<file path="config.mk">
export PLATFORM = sky130hd
export DESIGN_NAME = uart_line_status_modem_ctrl
export DESIGN_NICKNAME = d
export VERILOG_FILES = /design/src/hw/uart_lsr_pkg.sv /design/src/hw/uart_line_status_modem_ctrl.sv
export SDC_FILE = /design/constraint.sdc
export NUM_CORES = 1
export LEC_CHECK = 0
export BUFFER_PORTS_ARGS = -buffer_cell sky130_fd_sc_hd__buf_2
export CAP_MARGIN = 15
export CORE_AREA = 2 2 183 185
export CTS_CLUSTER_SIZE = 14
export DETAILED_ROUTE_END_ITERATION = 8
export DIE_AREA = 0 0 185 187
export HOLD_SLACK_MARGIN = 0.02
export PLACE_DENSITY = 0.54
export REMOVE_ABC_BUFFERS = 1
export SYNTH_ARGS = -nofsm -noshare
export SYNTH_HDL_FRONTEND = slang
export SYNTH_HIERARCHICAL = 1
export SYNTH_SLANG_ARGS = --single-unit
</file>
<file path="constraint.sdc">
create_clock -name clk -period 3.8 [get_ports clk]
set_clock_uncertainty 0.2 [all_clocks]
set_input_delay 0.19 -clock clk [delete_from_list [all_inputs] [get_ports clk]]
set_output_delay 0.19 -clock clk [all_outputs]
set_load 0.1 [all_outputs]
</file>
<file path="src/hw/uart_lsr_pkg.sv">
// Purpose: Constants and types for the line status and modem control block.
// Assumes: 8 data bits and one stop bit per character.
// Notes:   Register addresses use the three-bit decode of the host bus.
package uart_status_pkg;
	localparam int CLK_HZ     = 40_000_000;
	localparam int BAUD_RATE  = 115_200;
	localparam int OVERSAMPLE = 16;
	localparam int TICK_DIV   = CLK_HZ / (BAUD_RATE * OVERSAMPLE);
	localparam logic [4:0] TICK_LAST = 5'(TICK_DIV - 1);
	localparam logic [3:0] HALF_BIT  = 4'h7;
	localparam logic [3:0] LAST_TICK = 4'hF;
	localparam logic [2:0] LAST_DATA = 3'h7;
	localparam logic [2:0] A_DATA = 3'h0;
	localparam logic [2:0] A_IRQ_EN = 3'h1;
	localparam logic [2:0] A_IRQ_ID = 3'h2;
	localparam logic [2:0] A_LINE_CTRL = 3'h3;
	localparam logic [2:0] A_MODEM_CTRL = 3'h4;
	localparam logic [2:0] A_LINE_STATUS = 3'h5;
	localparam logic [2:0] A_MODEM_STATUS = 3'h6;
	localparam int MC_TERM_READY = 0;
	localparam int MC_SEND_REQ   = 1;
	localparam int MC_USER_A     = 2;
	localparam int MC_USER_B     = 3;
	localparam int MC_LOOP       = 4;
	localparam logic [7:0] MC_WRITABLE = 8'h1F;
	localparam int LC_PAR_EN = 3;
	localparam int LC_EVEN   = 4;
	localparam int LC_STICK  = 5;
	localparam int LC_BREAK  = 6;
	localparam int IE_RX = 0;
	localparam int IE_TX = 1;
	localparam int IE_LINE = 2;
	localparam int IE_MODEM = 3;
	localparam logic [7:0] ID_NONE  = 8'h01;
	localparam logic [7:0] ID_LINE  = 8'h06;
	localparam logic [7:0] ID_RX    = 8'h04;
	localparam logic [7:0] ID_TX    = 8'h02;
	localparam logic [7:0] ID_MODEM = 8'h00;
	localparam int RX_FIFO_DEPTH = 8;
	localparam int RX_WORD_W     = 11;
	localparam logic [3:0] FRAME_PAR  = 4'hB;
	localparam logic [3:0] FRAME_BARE = 4'hA;
	typedef enum logic [2:0] {RX_IDLE, RX_START, RX_DATA, RX_PAR, RX_STOP, RX_HOLD} rx_state_t;
endpackage : uart_status_pkg

</file>
<file path="src/hw/uart_line_status_modem_ctrl.sv">
// Purpose: Line status, modem control and loopback of a serial transceiver.
// Assumes: Host strobes are synchronous to clk; rd is a level, wr is taken at its leading edge.
// Notes:   Read side effects take place at the trailing edge of rd.

// ****************************************
// Receive buffer FIFO
// ****************************************
module rx_fifo #(
	parameter int W     = 8,
	parameter int DEPTH = 8
) (
	// Clock and reset
	input  wire logic         clk,
	input  wire logic         rst,
	// Fill side
	input  wire logic         in_valid,
	output logic              in_ready,
	input  wire logic [W-1:0] in_data,
	// Drain side
	output logic              out_valid,
	input  wire logic         out_ready,
	output logic [W-1:0]      out_data
);
	localparam int AW = $clog2(DEPTH);
	logic [W-1:0]  mem_q [DEPTH];
	logic [AW-1:0] wp_q, rp_q;
	logic [AW:0]   cnt_q;
	logic          push, pop;
	assign in_ready  = cnt_q != (AW+1)'(DEPTH);
	assign out_valid = cnt_q != '0;
	assign out_data  = mem_q[rp_q];
	assign push      = in_valid & in_ready;
	assign pop       = out_valid & out_ready;
	always_ff @(posedge clk) begin
		if (push) begin
			mem_q[wp_q] <= in_data;
		end
	end
	always_ff @(posedge clk) begin
		if (rst) begin
			wp_q  <= '0;
			rp_q  <= '0;
			cnt_q <= '0;
		end else begin
			wp_q  <= wp_q + AW'(push);
			rp_q  <= rp_q + AW'(pop);
			cnt_q <= cnt_q + (AW+1)'(push) - (AW+1)'(pop);
		end
	end
endmodule : rx_fifo

// ****************************************
// Line status and modem control
// ****************************************
module uart_line_status_modem_ctrl import uart_status_pkg::*; (
	// Clock and reset
	input  wire logic       clk,
	input  wire logic       rst,
	// Host bus
	input  wire logic       cs,
	input  wire logic [2:0] addr,
	input  wire logic       rd,
	input  wire logic       wr,
	input  wire logic [7:0] wdata,
	output logic      [7:0] rdata,
	// Serial lines
	input  wire logic       serial_rx_pin,
	output logic            serial_tx_pin,
	// Modem inputs
	input  wire logic       clear_to_send_in_n,
	input  wire logic       set_ready_in_n,
	input  wire logic       bell_indicator_in_n,
	input  wire logic       carrier_detect_in_n,
	// Modem outputs
	output logic            term_ready_n,
	output logic            send_request_n,
	output logic            user_output_a_n,
	output logic            user_output_b_n,
	// Interrupt
	output logic            irq_line
);
	function automatic logic par_of(input logic [7:0] d, input logic [7:0] lc);
		par_of = lc[LC_STICK] ? ~lc[LC_EVEN] : (^d ^ ~lc[LC_EVEN]);
	endfunction : par_of

	logic [7:0] mc_q, lc_q, rx_buffer, tx_holding, rdata_q;
	logic [3:0] ie_q, err_q, pend_q, ev, mstat_q, delta_q, min;
	logic [4:0] div_q;
	logic       tick, loop, rd_now, rd_act_q, wr_q, wr_take, rd_end, lstat_rd;
	logic [2:0] rd_addr_q;
	logic       data_ready, tx_hold_empty, tx_all_empty, hold_irq_q, irq_q;
	assign loop     = mc_q[MC_LOOP];
	assign rd_now   = cs & rd;
	assign rd_end   = rd_act_q & ~rd_now;
	assign wr_take  = cs & wr & ~wr_q;
	assign lstat_rd = rd_now & (addr == A_LINE_STATUS);

	// ****************************************
	// Bus strobes and registers
	// ****************************************
	always_ff @(posedge clk) begin
		if (rst) begin
			rd_act_q  <= 1'b0;
			wr_q      <= 1'b0;
			rd_addr_q <= A_DATA;
			div_q     <= '0;
			tick      <= 1'b0;
		end else begin
			rd_act_q  <= rd_now;
			wr_q      <= cs & wr;
			rd_addr_q <= rd_now ? addr : rd_addr_q;
			div_q     <= (div_q == TICK_LAST) ? '0 : div_q + 5'h01;
			tick      <= div_q == TICK_LAST;
		end
	end
	always_ff @(posedge clk) begin
		if (rst) begin
			mc_q <= 8'h00;
			lc_q <= 8'h00;
			ie_q <= 4'h0;
		end else if (wr_take) begin
			if (addr == A_MODEM_CTRL) mc_q <= wdata & MC_WRITABLE;
			if (addr == A_LINE_CTRL) lc_q <= wdata;
			if (addr == A_IRQ_EN) ie_q <= wdata[3:0];
		end
	end
	logic [7:0] irq_ident_reg;
	always_comb begin
		if (|err_q & ie_q[IE_LINE]) irq_ident_reg = ID_LINE;
		else if (data_ready & ie_q[IE_RX]) irq_ident_reg = ID_RX;
		else if (hold_irq_q & ie_q[IE_TX]) irq_ident_reg = ID_TX;
		else if (|delta_q & ie_q[IE_MODEM]) irq_ident_reg = ID_MODEM;
		else irq_ident_reg = ID_NONE;
	end
	always_ff @(posedge clk) begin
		if (rst) begin
			rdata_q <= 8'h00;
		end else if (rd_now) begin
			case (addr)
				A_DATA:         rdata_q <= rx_buffer;
				A_IRQ_EN:       rdata_q <= {4'h0, ie_q};
				A_IRQ_ID:       rdata_q <= irq_ident_reg;
				A_LINE_CTRL:    rdata_q <= lc_q;
				A_MODEM_CTRL:   rdata_q <= mc_q & MC_WRITABLE;
				A_LINE_STATUS:  rdata_q <= {1'b0, tx_all_empty, tx_hold_empty, err_q, data_ready};
				A_MODEM_STATUS: rdata_q <= {mstat_q, delta_q};
				default:        rdata_q <= 8'h00;
			endcase
		end
	end
	assign rdata = rdata_q;

	// ****************************************
	// Receiver
	// ****************************************
	rx_state_t  rx_st;
	logic [3:0] rx_cnt;
	logic [2:0] rx_bit;
	logic [7:0] rx_sh;
	logic       rx_par, rx_in, dep, f_in_ready, f_out_valid, pop;
	logic [RX_WORD_W-1:0] dep_word, f_out;
	logic [10:0]          frame_q;
	// transmitter looped into receiver
	// The pin is parked at mark in loopback, so the receiver taps the shifter itself.
	assign rx_in = loop ? frame_q[0] : serial_rx_pin;
	always_ff @(posedge clk) begin
		if (rst) begin
			rx_st  <= RX_IDLE;
			rx_cnt <= '0;
			rx_bit <= '0;
			rx_sh  <= '0;
			rx_par <= 1'b0;
			dep    <= 1'b0;
			dep_word <= '0;
		end else begin
			dep <= 1'b0;
			if (tick) begin
				rx_cnt <= rx_cnt + 4'h1;
				case (rx_st)
					RX_IDLE: begin
						rx_cnt <= '0;
						if (!rx_in) rx_st <= RX_START;
					end
					RX_START: if (rx_cnt == HALF_BIT) begin
						rx_cnt <= '0;
						rx_bit <= '0;
						rx_st  <= rx_in ? RX_IDLE : RX_DATA;
					end
					RX_DATA: if (rx_cnt == LAST_TICK) begin
						rx_sh  <= {rx_in, rx_sh[7:1]};
						rx_bit <= rx_bit + 3'h1;
						if (rx_bit == LAST_DATA) rx_st <= lc_q[LC_PAR_EN] ? RX_PAR : RX_STOP;
					end
					RX_PAR: if (rx_cnt == LAST_TICK) begin
						rx_par <= rx_in;
						rx_st  <= RX_STOP;
					end
					RX_STOP: if (rx_cnt == LAST_TICK) begin
						dep <= 1'b1;
						dep_word[10] <= ~rx_in & (rx_sh == 8'h00) & ~(lc_q[LC_PAR_EN] & rx_par);
						dep_word[9] <= ~rx_in & ~((rx_sh == 8'h00) & ~(lc_q[LC_PAR_EN] & rx_par));
						dep_word[8] <= lc_q[LC_PAR_EN] & (rx_par != par_of(rx_sh, lc_q));
						dep_word[7:0] <= rx_sh;
						rx_st <= rx_in ? RX_IDLE : RX_HOLD;
					end
					RX_HOLD: if (rx_in) rx_st <= RX_IDLE;
					default: rx_st <= RX_IDLE;
				endcase
			end
		end
	end
	// buffer load waits out a status read
	assign pop = f_out_valid & ~data_ready & ~lstat_rd;
	rx_fifo #(.W(RX_WORD_W), .DEPTH(RX_FIFO_DEPTH)) u_fifo (
		.clk(clk), .rst(rst),
		.in_valid(dep), .in_ready(f_in_ready), .in_data(dep_word),
		.out_valid(f_out_valid), .out_ready(pop), .out_data(f_out)
	);
	assign ev = dep ? {dep_word[10:8], ~f_in_ready} : 4'h0;
	always_ff @(posedge clk) begin
		if (rst) begin
			data_ready <= 1'b0;
			rx_buffer  <= 8'h00;
		end else if (pop) begin
			data_ready <= 1'b1;
			rx_buffer  <= f_out[7:0];
		end else if (rd_end && rd_addr_q == A_DATA) begin
			data_ready <= 1'b0;
		end
	end
	always_ff @(posedge clk) begin
		if (rst) begin
			err_q  <= 4'h0;
			pend_q <= 4'h0;
		end else if (lstat_rd) begin
			pend_q <= pend_q | ev;
		end else if (rd_end && rd_addr_q == A_LINE_STATUS) begin
			err_q  <= pend_q | ev;
			pend_q <= 4'h0;
		end else begin
			err_q <= err_q | ev;
		end
	end

	// ****************************************
	// Transmitter
	// ****************************************
	logic [3:0]  tx_cnt, tx_left;
	logic        tx_busy, load;
	// shifter load waits out a status read
	assign load = ~tx_hold_empty & ~tx_busy & ~lstat_rd;
	always_ff @(posedge clk) begin
		if (rst) begin
			tx_hold_empty <= 1'b1;
			tx_holding    <= 8'h00;
		end else begin
			// set on transfer, clear on write
			if (load) tx_hold_empty <= 1'b1;
			if (wr_take && addr == A_DATA) begin
				tx_holding    <= wdata;
				tx_hold_empty <= 1'b0;
			end
		end
	end
	always_ff @(posedge clk) begin
		if (rst) begin
			tx_busy      <= 1'b0;
			tx_all_empty <= 1'b1;
			frame_q      <= '1;
			tx_cnt       <= '0;
			tx_left      <= '0;
		end else begin
			if (load) begin
				tx_busy <= 1'b1;
				tx_cnt  <= '0;
				frame_q <= lc_q[LC_PAR_EN] ? {1'b1, par_of(tx_holding, lc_q), tx_holding, 1'b0}
				                           : {2'b11, tx_holding, 1'b0};
				tx_left <= lc_q[LC_PAR_EN] ? FRAME_PAR : FRAME_BARE;
			end else if (tick && tx_busy) begin
				tx_cnt <= tx_cnt + 4'h1;
				if (tx_cnt == LAST_TICK) begin
					frame_q <= {1'b1, frame_q[10:1]};
					tx_left <= tx_left - 4'h1;
					if (tx_left == 4'h1) tx_busy <= 1'b0;
				end
			end
			// empty only with holding and shifter empty
			if (wr_take && addr == A_DATA) tx_all_empty <= 1'b0;
			else if (!tx_busy && tx_hold_empty && !lstat_rd) tx_all_empty <= 1'b1;
		end
	end

	// ****************************************
	// Modem lines and interrupt
	// ****************************************
	// inputs replaced by control bits in loopback
	assign min = loop ? {mc_q[MC_USER_B], mc_q[MC_USER_A], mc_q[MC_TERM_READY], mc_q[MC_SEND_REQ]}
	                  : ~{carrier_detect_in_n, bell_indicator_in_n, set_ready_in_n,
	                      clear_to_send_in_n};
	always_ff @(posedge clk) begin
		if (rst) begin
			mstat_q <= 4'h0;
			delta_q <= 4'h0;
		end else begin
			mstat_q <= min;
			if (rd_end && rd_addr_q == A_MODEM_STATUS)
				delta_q <= {min[3] ^ mstat_q[3], mstat_q[2] & ~min[2], min[1:0] ^ mstat_q[1:0]};
			else
				delta_q <= delta_q | {min[3] ^ mstat_q[3], mstat_q[2] & ~min[2],
				                      min[1:0] ^ mstat_q[1:0]};
		end
	end
	always_ff @(posedge clk) begin
		if (rst) begin
			hold_irq_q <= 1'b0;
		end else if (load || (wr_take && addr == A_IRQ_EN && wdata[IE_TX] && tx_hold_empty)) begin
			hold_irq_q <= 1'b1;
		end else if ((wr_take && addr == A_DATA) ||
		             (rd_end && rd_addr_q == A_IRQ_ID && rdata_q == ID_TX)) begin
			hold_irq_q <= 1'b0;
		end
	end
	assign irq_q = (irq_ident_reg != ID_NONE);
	always_ff @(posedge clk) begin
		if (rst) begin
			irq_line        <= 1'b0;
			serial_tx_pin   <= 1'b1;
			term_ready_n    <= 1'b1;
			send_request_n  <= 1'b1;
			user_output_a_n <= 1'b1;
			user_output_b_n <= 1'b1;
		end else begin
			irq_line        <= irq_q;
			serial_tx_pin   <= loop | (frame_q[0] & ~lc_q[LC_BREAK]);
			term_ready_n    <= loop | ~mc_q[MC_TERM_READY];
			send_request_n  <= loop | ~mc_q[MC_SEND_REQ];
			user_output_a_n <= loop | ~mc_q[MC_USER_A];
			user_output_b_n <= loop | ~mc_q[MC_USER_B];
		end
	end
endmodule : uart_line_status_modem_ctrl

</file>
==> out/metrics.yaml, run 1 <==
worst_setup_path:
  critical-path-top-delay-family: "buffers and inverters"
  slowest_cell_delay_on_critical_path_ns: 0.53
  worst-endpoint-required_ns: 3.95
  timing.critical_path.arrival_ns: 3.16
  path_cells: "dlygate4sd3_1, buf_2, nand3_1, nor2_2, or3b_1, inv_1, and2_1, ha_1, inv_1, ha_1, inv_1, fa_1, xor2_1, nor2_1"
  worst_path_max_delay_cell: "dlygate4sd3_1"
  cpMostUsedCell: "inv_1"
  startpoint_type: "input pin"
  cp.buffers_inverters: 5
  critical_path_class: "in -> reg"
  worstSetupEndpointType: "flip-flop"
  path_max_fanout: 25
yosys:
  ys.warnings.count: 6
  post_synth_instance_area_um2: 8740
  synthCells: 814
  avgSynthCellArea_um2: 10.7
final_layout:
  finalCoreUtilization: 0.312
  layout_common_cells: "dfxtp_1, nor2_1, nand2_1"
  fin_nets: 902
  diodes: 0
  drive_above_1_share: 0.115
  synthToLayoutAreaGrowth_pct: 17.2
  fin_area_um2: 10200
  most_common_cell_after_layout_fill_and_taps_aside: "dfxtp_1"
  final_cell_count_no_fill: 1320
clocking:
  cts_tree: "yes"
  cts.clk_slew.worst_paths_ns: 0.06
  cts_num_sinks: 202
  worstSkewPairLatency_ns: 0.50
  ctsHtreeMaxLevel: 1
  cts_buffers: 23
  cts-root-buf: "clkbuf_16"
  cts_buffer_depth: 3
  resize_count_post_cts: 0
floorplanning:
  dieArea_um2: 34600
  fp.dieW_um: 185
  ios: 35
  initial_core_util: 0.266
  core_box_area_um2: 32900
  placement_rows: 67
  die_height_um: 187
timing:
  fin_ws_ns: 0.798
  final-max-slew-violation-count: 0
  report.final.setup_viol: 0
  grt_setup_unrepaired: "no"
  finalHoldViolations: 0
  slew_headroom: 0.321
  finalCriticalPeriod_ns: 3.00
  final_hold_slack_ns: 0.241
  tightest_slew_ns: 1.02
  fin_crit_sh: 0.790
  fin_setup_tns_ns: 0
  fmax_mhz: 333
outcome:
  outcome: "finished, final reports clean"
global_route:
  global_route_wire_length_before_repair_mm: 31.0
  global_route.overflow_total: 0
  antenna_found_initial: 0
  grt_util_all_layers: 0.112
  pin_count_of_the_biggest_net_entering_global_routing: 72
  grt_pass1_vias: 5677
drt:
  detail_route.drc_violations: 0
  vias: 5892
  firstDrtPassIters: 5
  totalWireLength_mm: 19.1
  avgRoutedWirePerCell_um: 14.5
  via_per_inst: 4.46
  initialDrtViolationCount: 366
  ant_nets: 0
placement:
  placement.cell_area_um2: 9320
  detail_placement_hpwl_mm: 13.0
  post-place-ws_ns: 0.846
  place.gp.congestion: 0.788
  dp_cells: 1260
  buffer_ports.inserted: 34
pwr:
  power_density_nw_per_um2: 499
  vdd_drop_max_mv: 0.245
  leakage_nw: 3.64
  total_power_mw: 5.12
min_path:
  hold_path_class: "reg -> reg"
flow_run:
  max_cap_violations: 0
report_power, final:
part | internal [mW] | leakage [nW] | total, mW | switching (mW)
Clock | 1.26 | 0.353 | 2.09 | 0.838
Sequential | 2.30 | 1.71 | 2.41 | 0.112
Combinational | 0.309 | 1.57 | 0.613 | 0.305
flip-flops by register name, summed over array words and instances (netlist names), 4 cells and up:
signal,count
u_fifo/mem_q,64
dep_word,11
frame_q,10
lc_q,8
rdata,8
rx_buffer,8
rx_sh,8
tx_holding,8
div_q,5
mc_q,5
delta_q,4
err_q,4
ie_q,4
mstat_q,4
pend_q,4
rx_cnt,4
tx_cnt,4
tx_left,4
u_fifo/cnt_q,4
worst paths after layout:
check                                           startpoint                          to  slack [ns]  cells past startpoint
worst max-delay path                               addr[2]  u_fifo/cnt_q[2]$_SDFF_PP0_        0.80                     14
worst min-delay path               frame_q[6]$_SDFFE_PP1P_     frame_q[6]$_SDFFE_PP1P_        0.24                      2
worst max register to register  u_fifo/cnt_q[3]$_SDFF_PP0_  u_fifo/cnt_q[2]$_SDFF_PP0_        1.17                     13
worst min register to register     frame_q[6]$_SDFFE_PP1P_     frame_q[6]$_SDFFE_PP1P_        0.24                      2
routing by layer:
layer,GRT usage,vias up,part of all wire
li1,-,2989,-
met1,0.156,2801,0.49
met2,0.180,79,0.46
met3,0.0173,23,0.029
met4,0.0296,0,0.015
met5,0,-,0
worst register-to-register path: cells and delay by family, from the launching register on:
kind / cells / cell delay, ns
DFF: 1 / 0.33
and+or+nand+nor: 4 / 0.64
buffers and inverters: 4 / 0.22
adders and majority gates: 4 / 0.95
xor gates and xnor gates: 1 / 0.14
what timing repair did:
item                      in CTS  in global routing
hold buffers                  21                  0
hold endpoints to repair      40                  0
buffers inserted               0                  0
cell type report:
class,instances,area (µm²)
inverter,32,120
sequential,202,4680
tap,448,561
fill,3353,22600
multi-input combinational,539,3740
clock inverter,7,70.1
timing repair buffer,60,420
clock buffer,32,649
No activity file was read; power rests on OpenSTA's default activity.
==> run 2, diff against run 1 <==
==> constraint.sdc (replaced) <==
create_clock -name clk -period 3.1 [get_ports clk]
set_clock_uncertainty 0.2 [all_clocks]
set_input_delay 0.155 -clock clk [delete_from_list [all_inputs] [get_ports clk]]
set_output_delay 0.155 -clock clk [all_outputs]
set_load 0.1 [all_outputs]
==> out/metrics.yaml, run 2 (synthesis gave the netlist of run 1 again) <==
global_route:
  pin_count_of_the_biggest_net_entering_global_routing: 75  # +4.2%
  global_route.overflow_total: 0  # unchanged
  grt_pass1_vias: 5782  # +1.8%
  grt_util_all_layers: 0.115  # +0.00337
  antenna_found_initial: 0  # unchanged
  global_route_wire_length_before_repair_mm: 31.7  # +2.1%
clocking:
  ctsHtreeMaxLevel: 1  # unchanged
  cts.repair_timing.setup_buffer_count: 0  # unchanged
  cts_buffers: 23  # unchanged
  cts_num_sinks: 202  # unchanged
  cts-root-buf: "clkbuf_16"
  cts.clk_slew.worst_paths_ns: 0.06  # about the same
  cts_buffer_depth: 3  # unchanged
  cts_tree: "yes"
  worstSkewPairLatency_ns: 0.52  # +0.02 ns
floorplanning:
  core_box_area_um2: 32900  # unchanged
  fp.dieW_um: 185  # unchanged
  placement_rows: 67  # unchanged
  die_height_um: 187  # unchanged
  initial_core_util: 0.266  # unchanged
  dieArea_um2: 34600  # unchanged
  ios: 35  # unchanged
timing:
  fmax_mhz: 377
  finalCriticalPeriod_ns: 2.65
  finalHoldViolations: 0  # unchanged
  grt_setup_unrepaired: "no"
  fin_crit_sh: 0.856
  tightest_slew_ns: 0.787  # -0.230 ns
  final-max-slew-violation-count: 0  # unchanged
  slew_headroom: 0.475  # +0.154
  fin_setup_tns_ns: 0  # unchanged
  final_hold_slack_ns: 0.238  # -0.00326 ns
  report.final.setup_viol: 0  # unchanged
worst_setup_path:
  startpoint_type: "flip-flop"
  cpMostUsedCell: "inv_1"
  path_max_fanout: 3  # -88%
  worstSetupEndpointType: "flip-flop"
  worst_path_max_delay_cell: "fa_1"
  r2r-start: "u_fifo/cnt_q[2]$_SDFF_PP0_"
  critical-path-top-delay-family: "adder cells"
  timing.critical_path.arrival_ns: 2.83  # -0.33 ns
  r2r.worst_path.cells: 13  # unchanged
  r2r_slack_ns: 0.45  # -0.72 ns
  critical_path_class: "reg -> reg"
  crit-reg2reg-capture: "u_fifo/cnt_q[2]$_SDFF_PP0_"
  worst-endpoint-required_ns: 3.28  # -0.67 ns
  cp.buffers_inverters: 4  # -1
  slowest_cell_delay_on_critical_path_ns: 0.39  # -0.14 ns
  path_cells: "inv_1, ha_1, nand2_1, or3b_1, inv_1, and2_1, ha_1, inv_1, ha_1, inv_1, fa_1, xor2_1, nor2_1"
placement:
  detail_placement_hpwl_mm: 13.3  # +2.6%
  place.gp.congestion: 0.777  # -1.4%
  buffer_ports.inserted: 34  # unchanged
pwr:
  vdd_drop_max_mv: 0.383  # +56%
  leakage_nw: 3.72  # +2.3%
  power_density_nw_per_um2: 611  # +22%
  total_power_mw: 6.35  # +24%
drt:
  vias: 6019  # +2.2%
  firstDrtPassIters: 6  # +1
  detail_route.drc_violations: 0  # unchanged
  via_per_inst: 4.51  # +0.93%
  ant_nets: 0  # unchanged
  initialDrtViolationCount: 248  # -32%
  totalWireLength_mm: 19.5  # +2.2%
  avgRoutedWirePerCell_um: 14.6  # +0.98%
final_layout:
  drive_above_1_share: 0.125  # +0.0103
  most_common_cell_after_layout_fill_and_taps_aside: "dfxtp_1"
  max_ffs_per_register: 64  # unchanged
  fin_nets: 917  # +1.7%
  biggestRegsByFlops: "u_fifo/mem_q (64), dep_word (11), frame_q (10)"
  layout_common_cells: "dfxtp_1, nor2_1, nand2_1"
  max_flop_register: "u_fifo/mem_q"
  diodes: 0  # unchanged
  synthToLayoutAreaGrowth_pct: 18.7
min_path:
  timing.hold.worst.start: "wdata[6]"
  hold_worst_path_end: "lc_q[6]$_SDFFE_PP0P_"
  hold_path_class: "in -> reg"
  hold_path_depth: 4  # +2
flow_run:
  max_cap_violations: 0  # unchanged
outcome:
  outcome: "finished, final reports clean"
run 2: power by group:
| part | internal (mW) | total (mW) | switching, mW | leakage (nW) |
|---|---|---|---|---|
| clock | 1.57 | 2.61 | 1.05 | 0.359 |
| sequential | 2.82 | 2.93 | 0.117 | 1.71 |
| combinational | 0.396 | 0.801 | 0.405 | 1.65 |
run 2: final cells by class:
cell class / instances / area [µm²]
clock buffers: 33 / 663
repair buffers: 75 / 546
multi-input cells: 539 / 3740
well taps: 448 / 561
clock inverters: 7 / 70.1
flip-flops and latches: 202 / 4680
inverters: 32 / 120
fillers: 3418 / 22500
run 2: worst max path at each step:
| stage | start | end | slack, ns | depth (start not counted) |
|---|---|---|---|---|
| 2_1_floorplan | u_fifo/cnt_q[2]$_SDFF_PP0_ | u_fifo/cnt_q[2]$_SDFF_PP0_ | 0.41 | 13 |
| 3_3_place_gp | u_fifo/cnt_q[2]$_SDFF_PP0_ | u_fifo/cnt_q[2]$_SDFF_PP0_ | 0.48 | 13 |
| 3_5_place_dp | u_fifo/cnt_q[2]$_SDFF_PP0_ | u_fifo/cnt_q[2]$_SDFF_PP0_ | 0.45 | 13 |
| 4_1_cts | u_fifo/cnt_q[2]$_SDFF_PP0_ | u_fifo/cnt_q[2]$_SDFF_PP0_ | 0.44 | 13 |
| 5_1_grt | u_fifo/cnt_q[2]$_SDFF_PP0_ | u_fifo/cnt_q[2]$_SDFF_PP0_ | 0.25 | 13 |
| 6_report | u_fifo/cnt_q[2]$_SDFF_PP0_ | u_fifo/cnt_q[2]$_SDFF_PP0_ | 0.45 | 13 |
run 2: stage by stage:
step                      utilization  instance area, µm²  setup WS (ns)  instances
after floorplan                     -                8540          0.414        773
after global placement          0.287                9440          0.479       1275
after detailed placement        0.287                9440          0.454       1275
after CTS                       0.316               10400          0.437       1336
after global routing            0.316               10400          0.250       1336
final                           0.316               10400          0.448       1336
run 2: worst register-to-register path: stages, from the launching register on:
cell,delay [ns]
dfxtp_1,0.30
inv_1,0.07
ha_1,0.20
nand2_1,0.06
or3b_1,0.36
inv_1,0.06
and2_1,0.15
ha_1,0.24
inv_1,0.06
ha_1,0.16
inv_1,0.06
fa_1,0.39
xor2_1,0.16
nor2_1,0.05
run 2: metal layers:
layer / part of all wire / global-route usage / vias to the layer above
li1: - / - / 3023
met1: 0.47 / 0.159 / 2859
met2: 0.45 / 0.181 / 103
met3: 0.043 / 0.0189 / 34
met4: 0.029 / 0.0400 / 0
met5: 0 / 0 / -
run 2: what timing repair did:
action	4_1_cts	5_1_grt
endpoints found under the hold margin	56	0
hold buffers	21	0
resized for setup	0	0
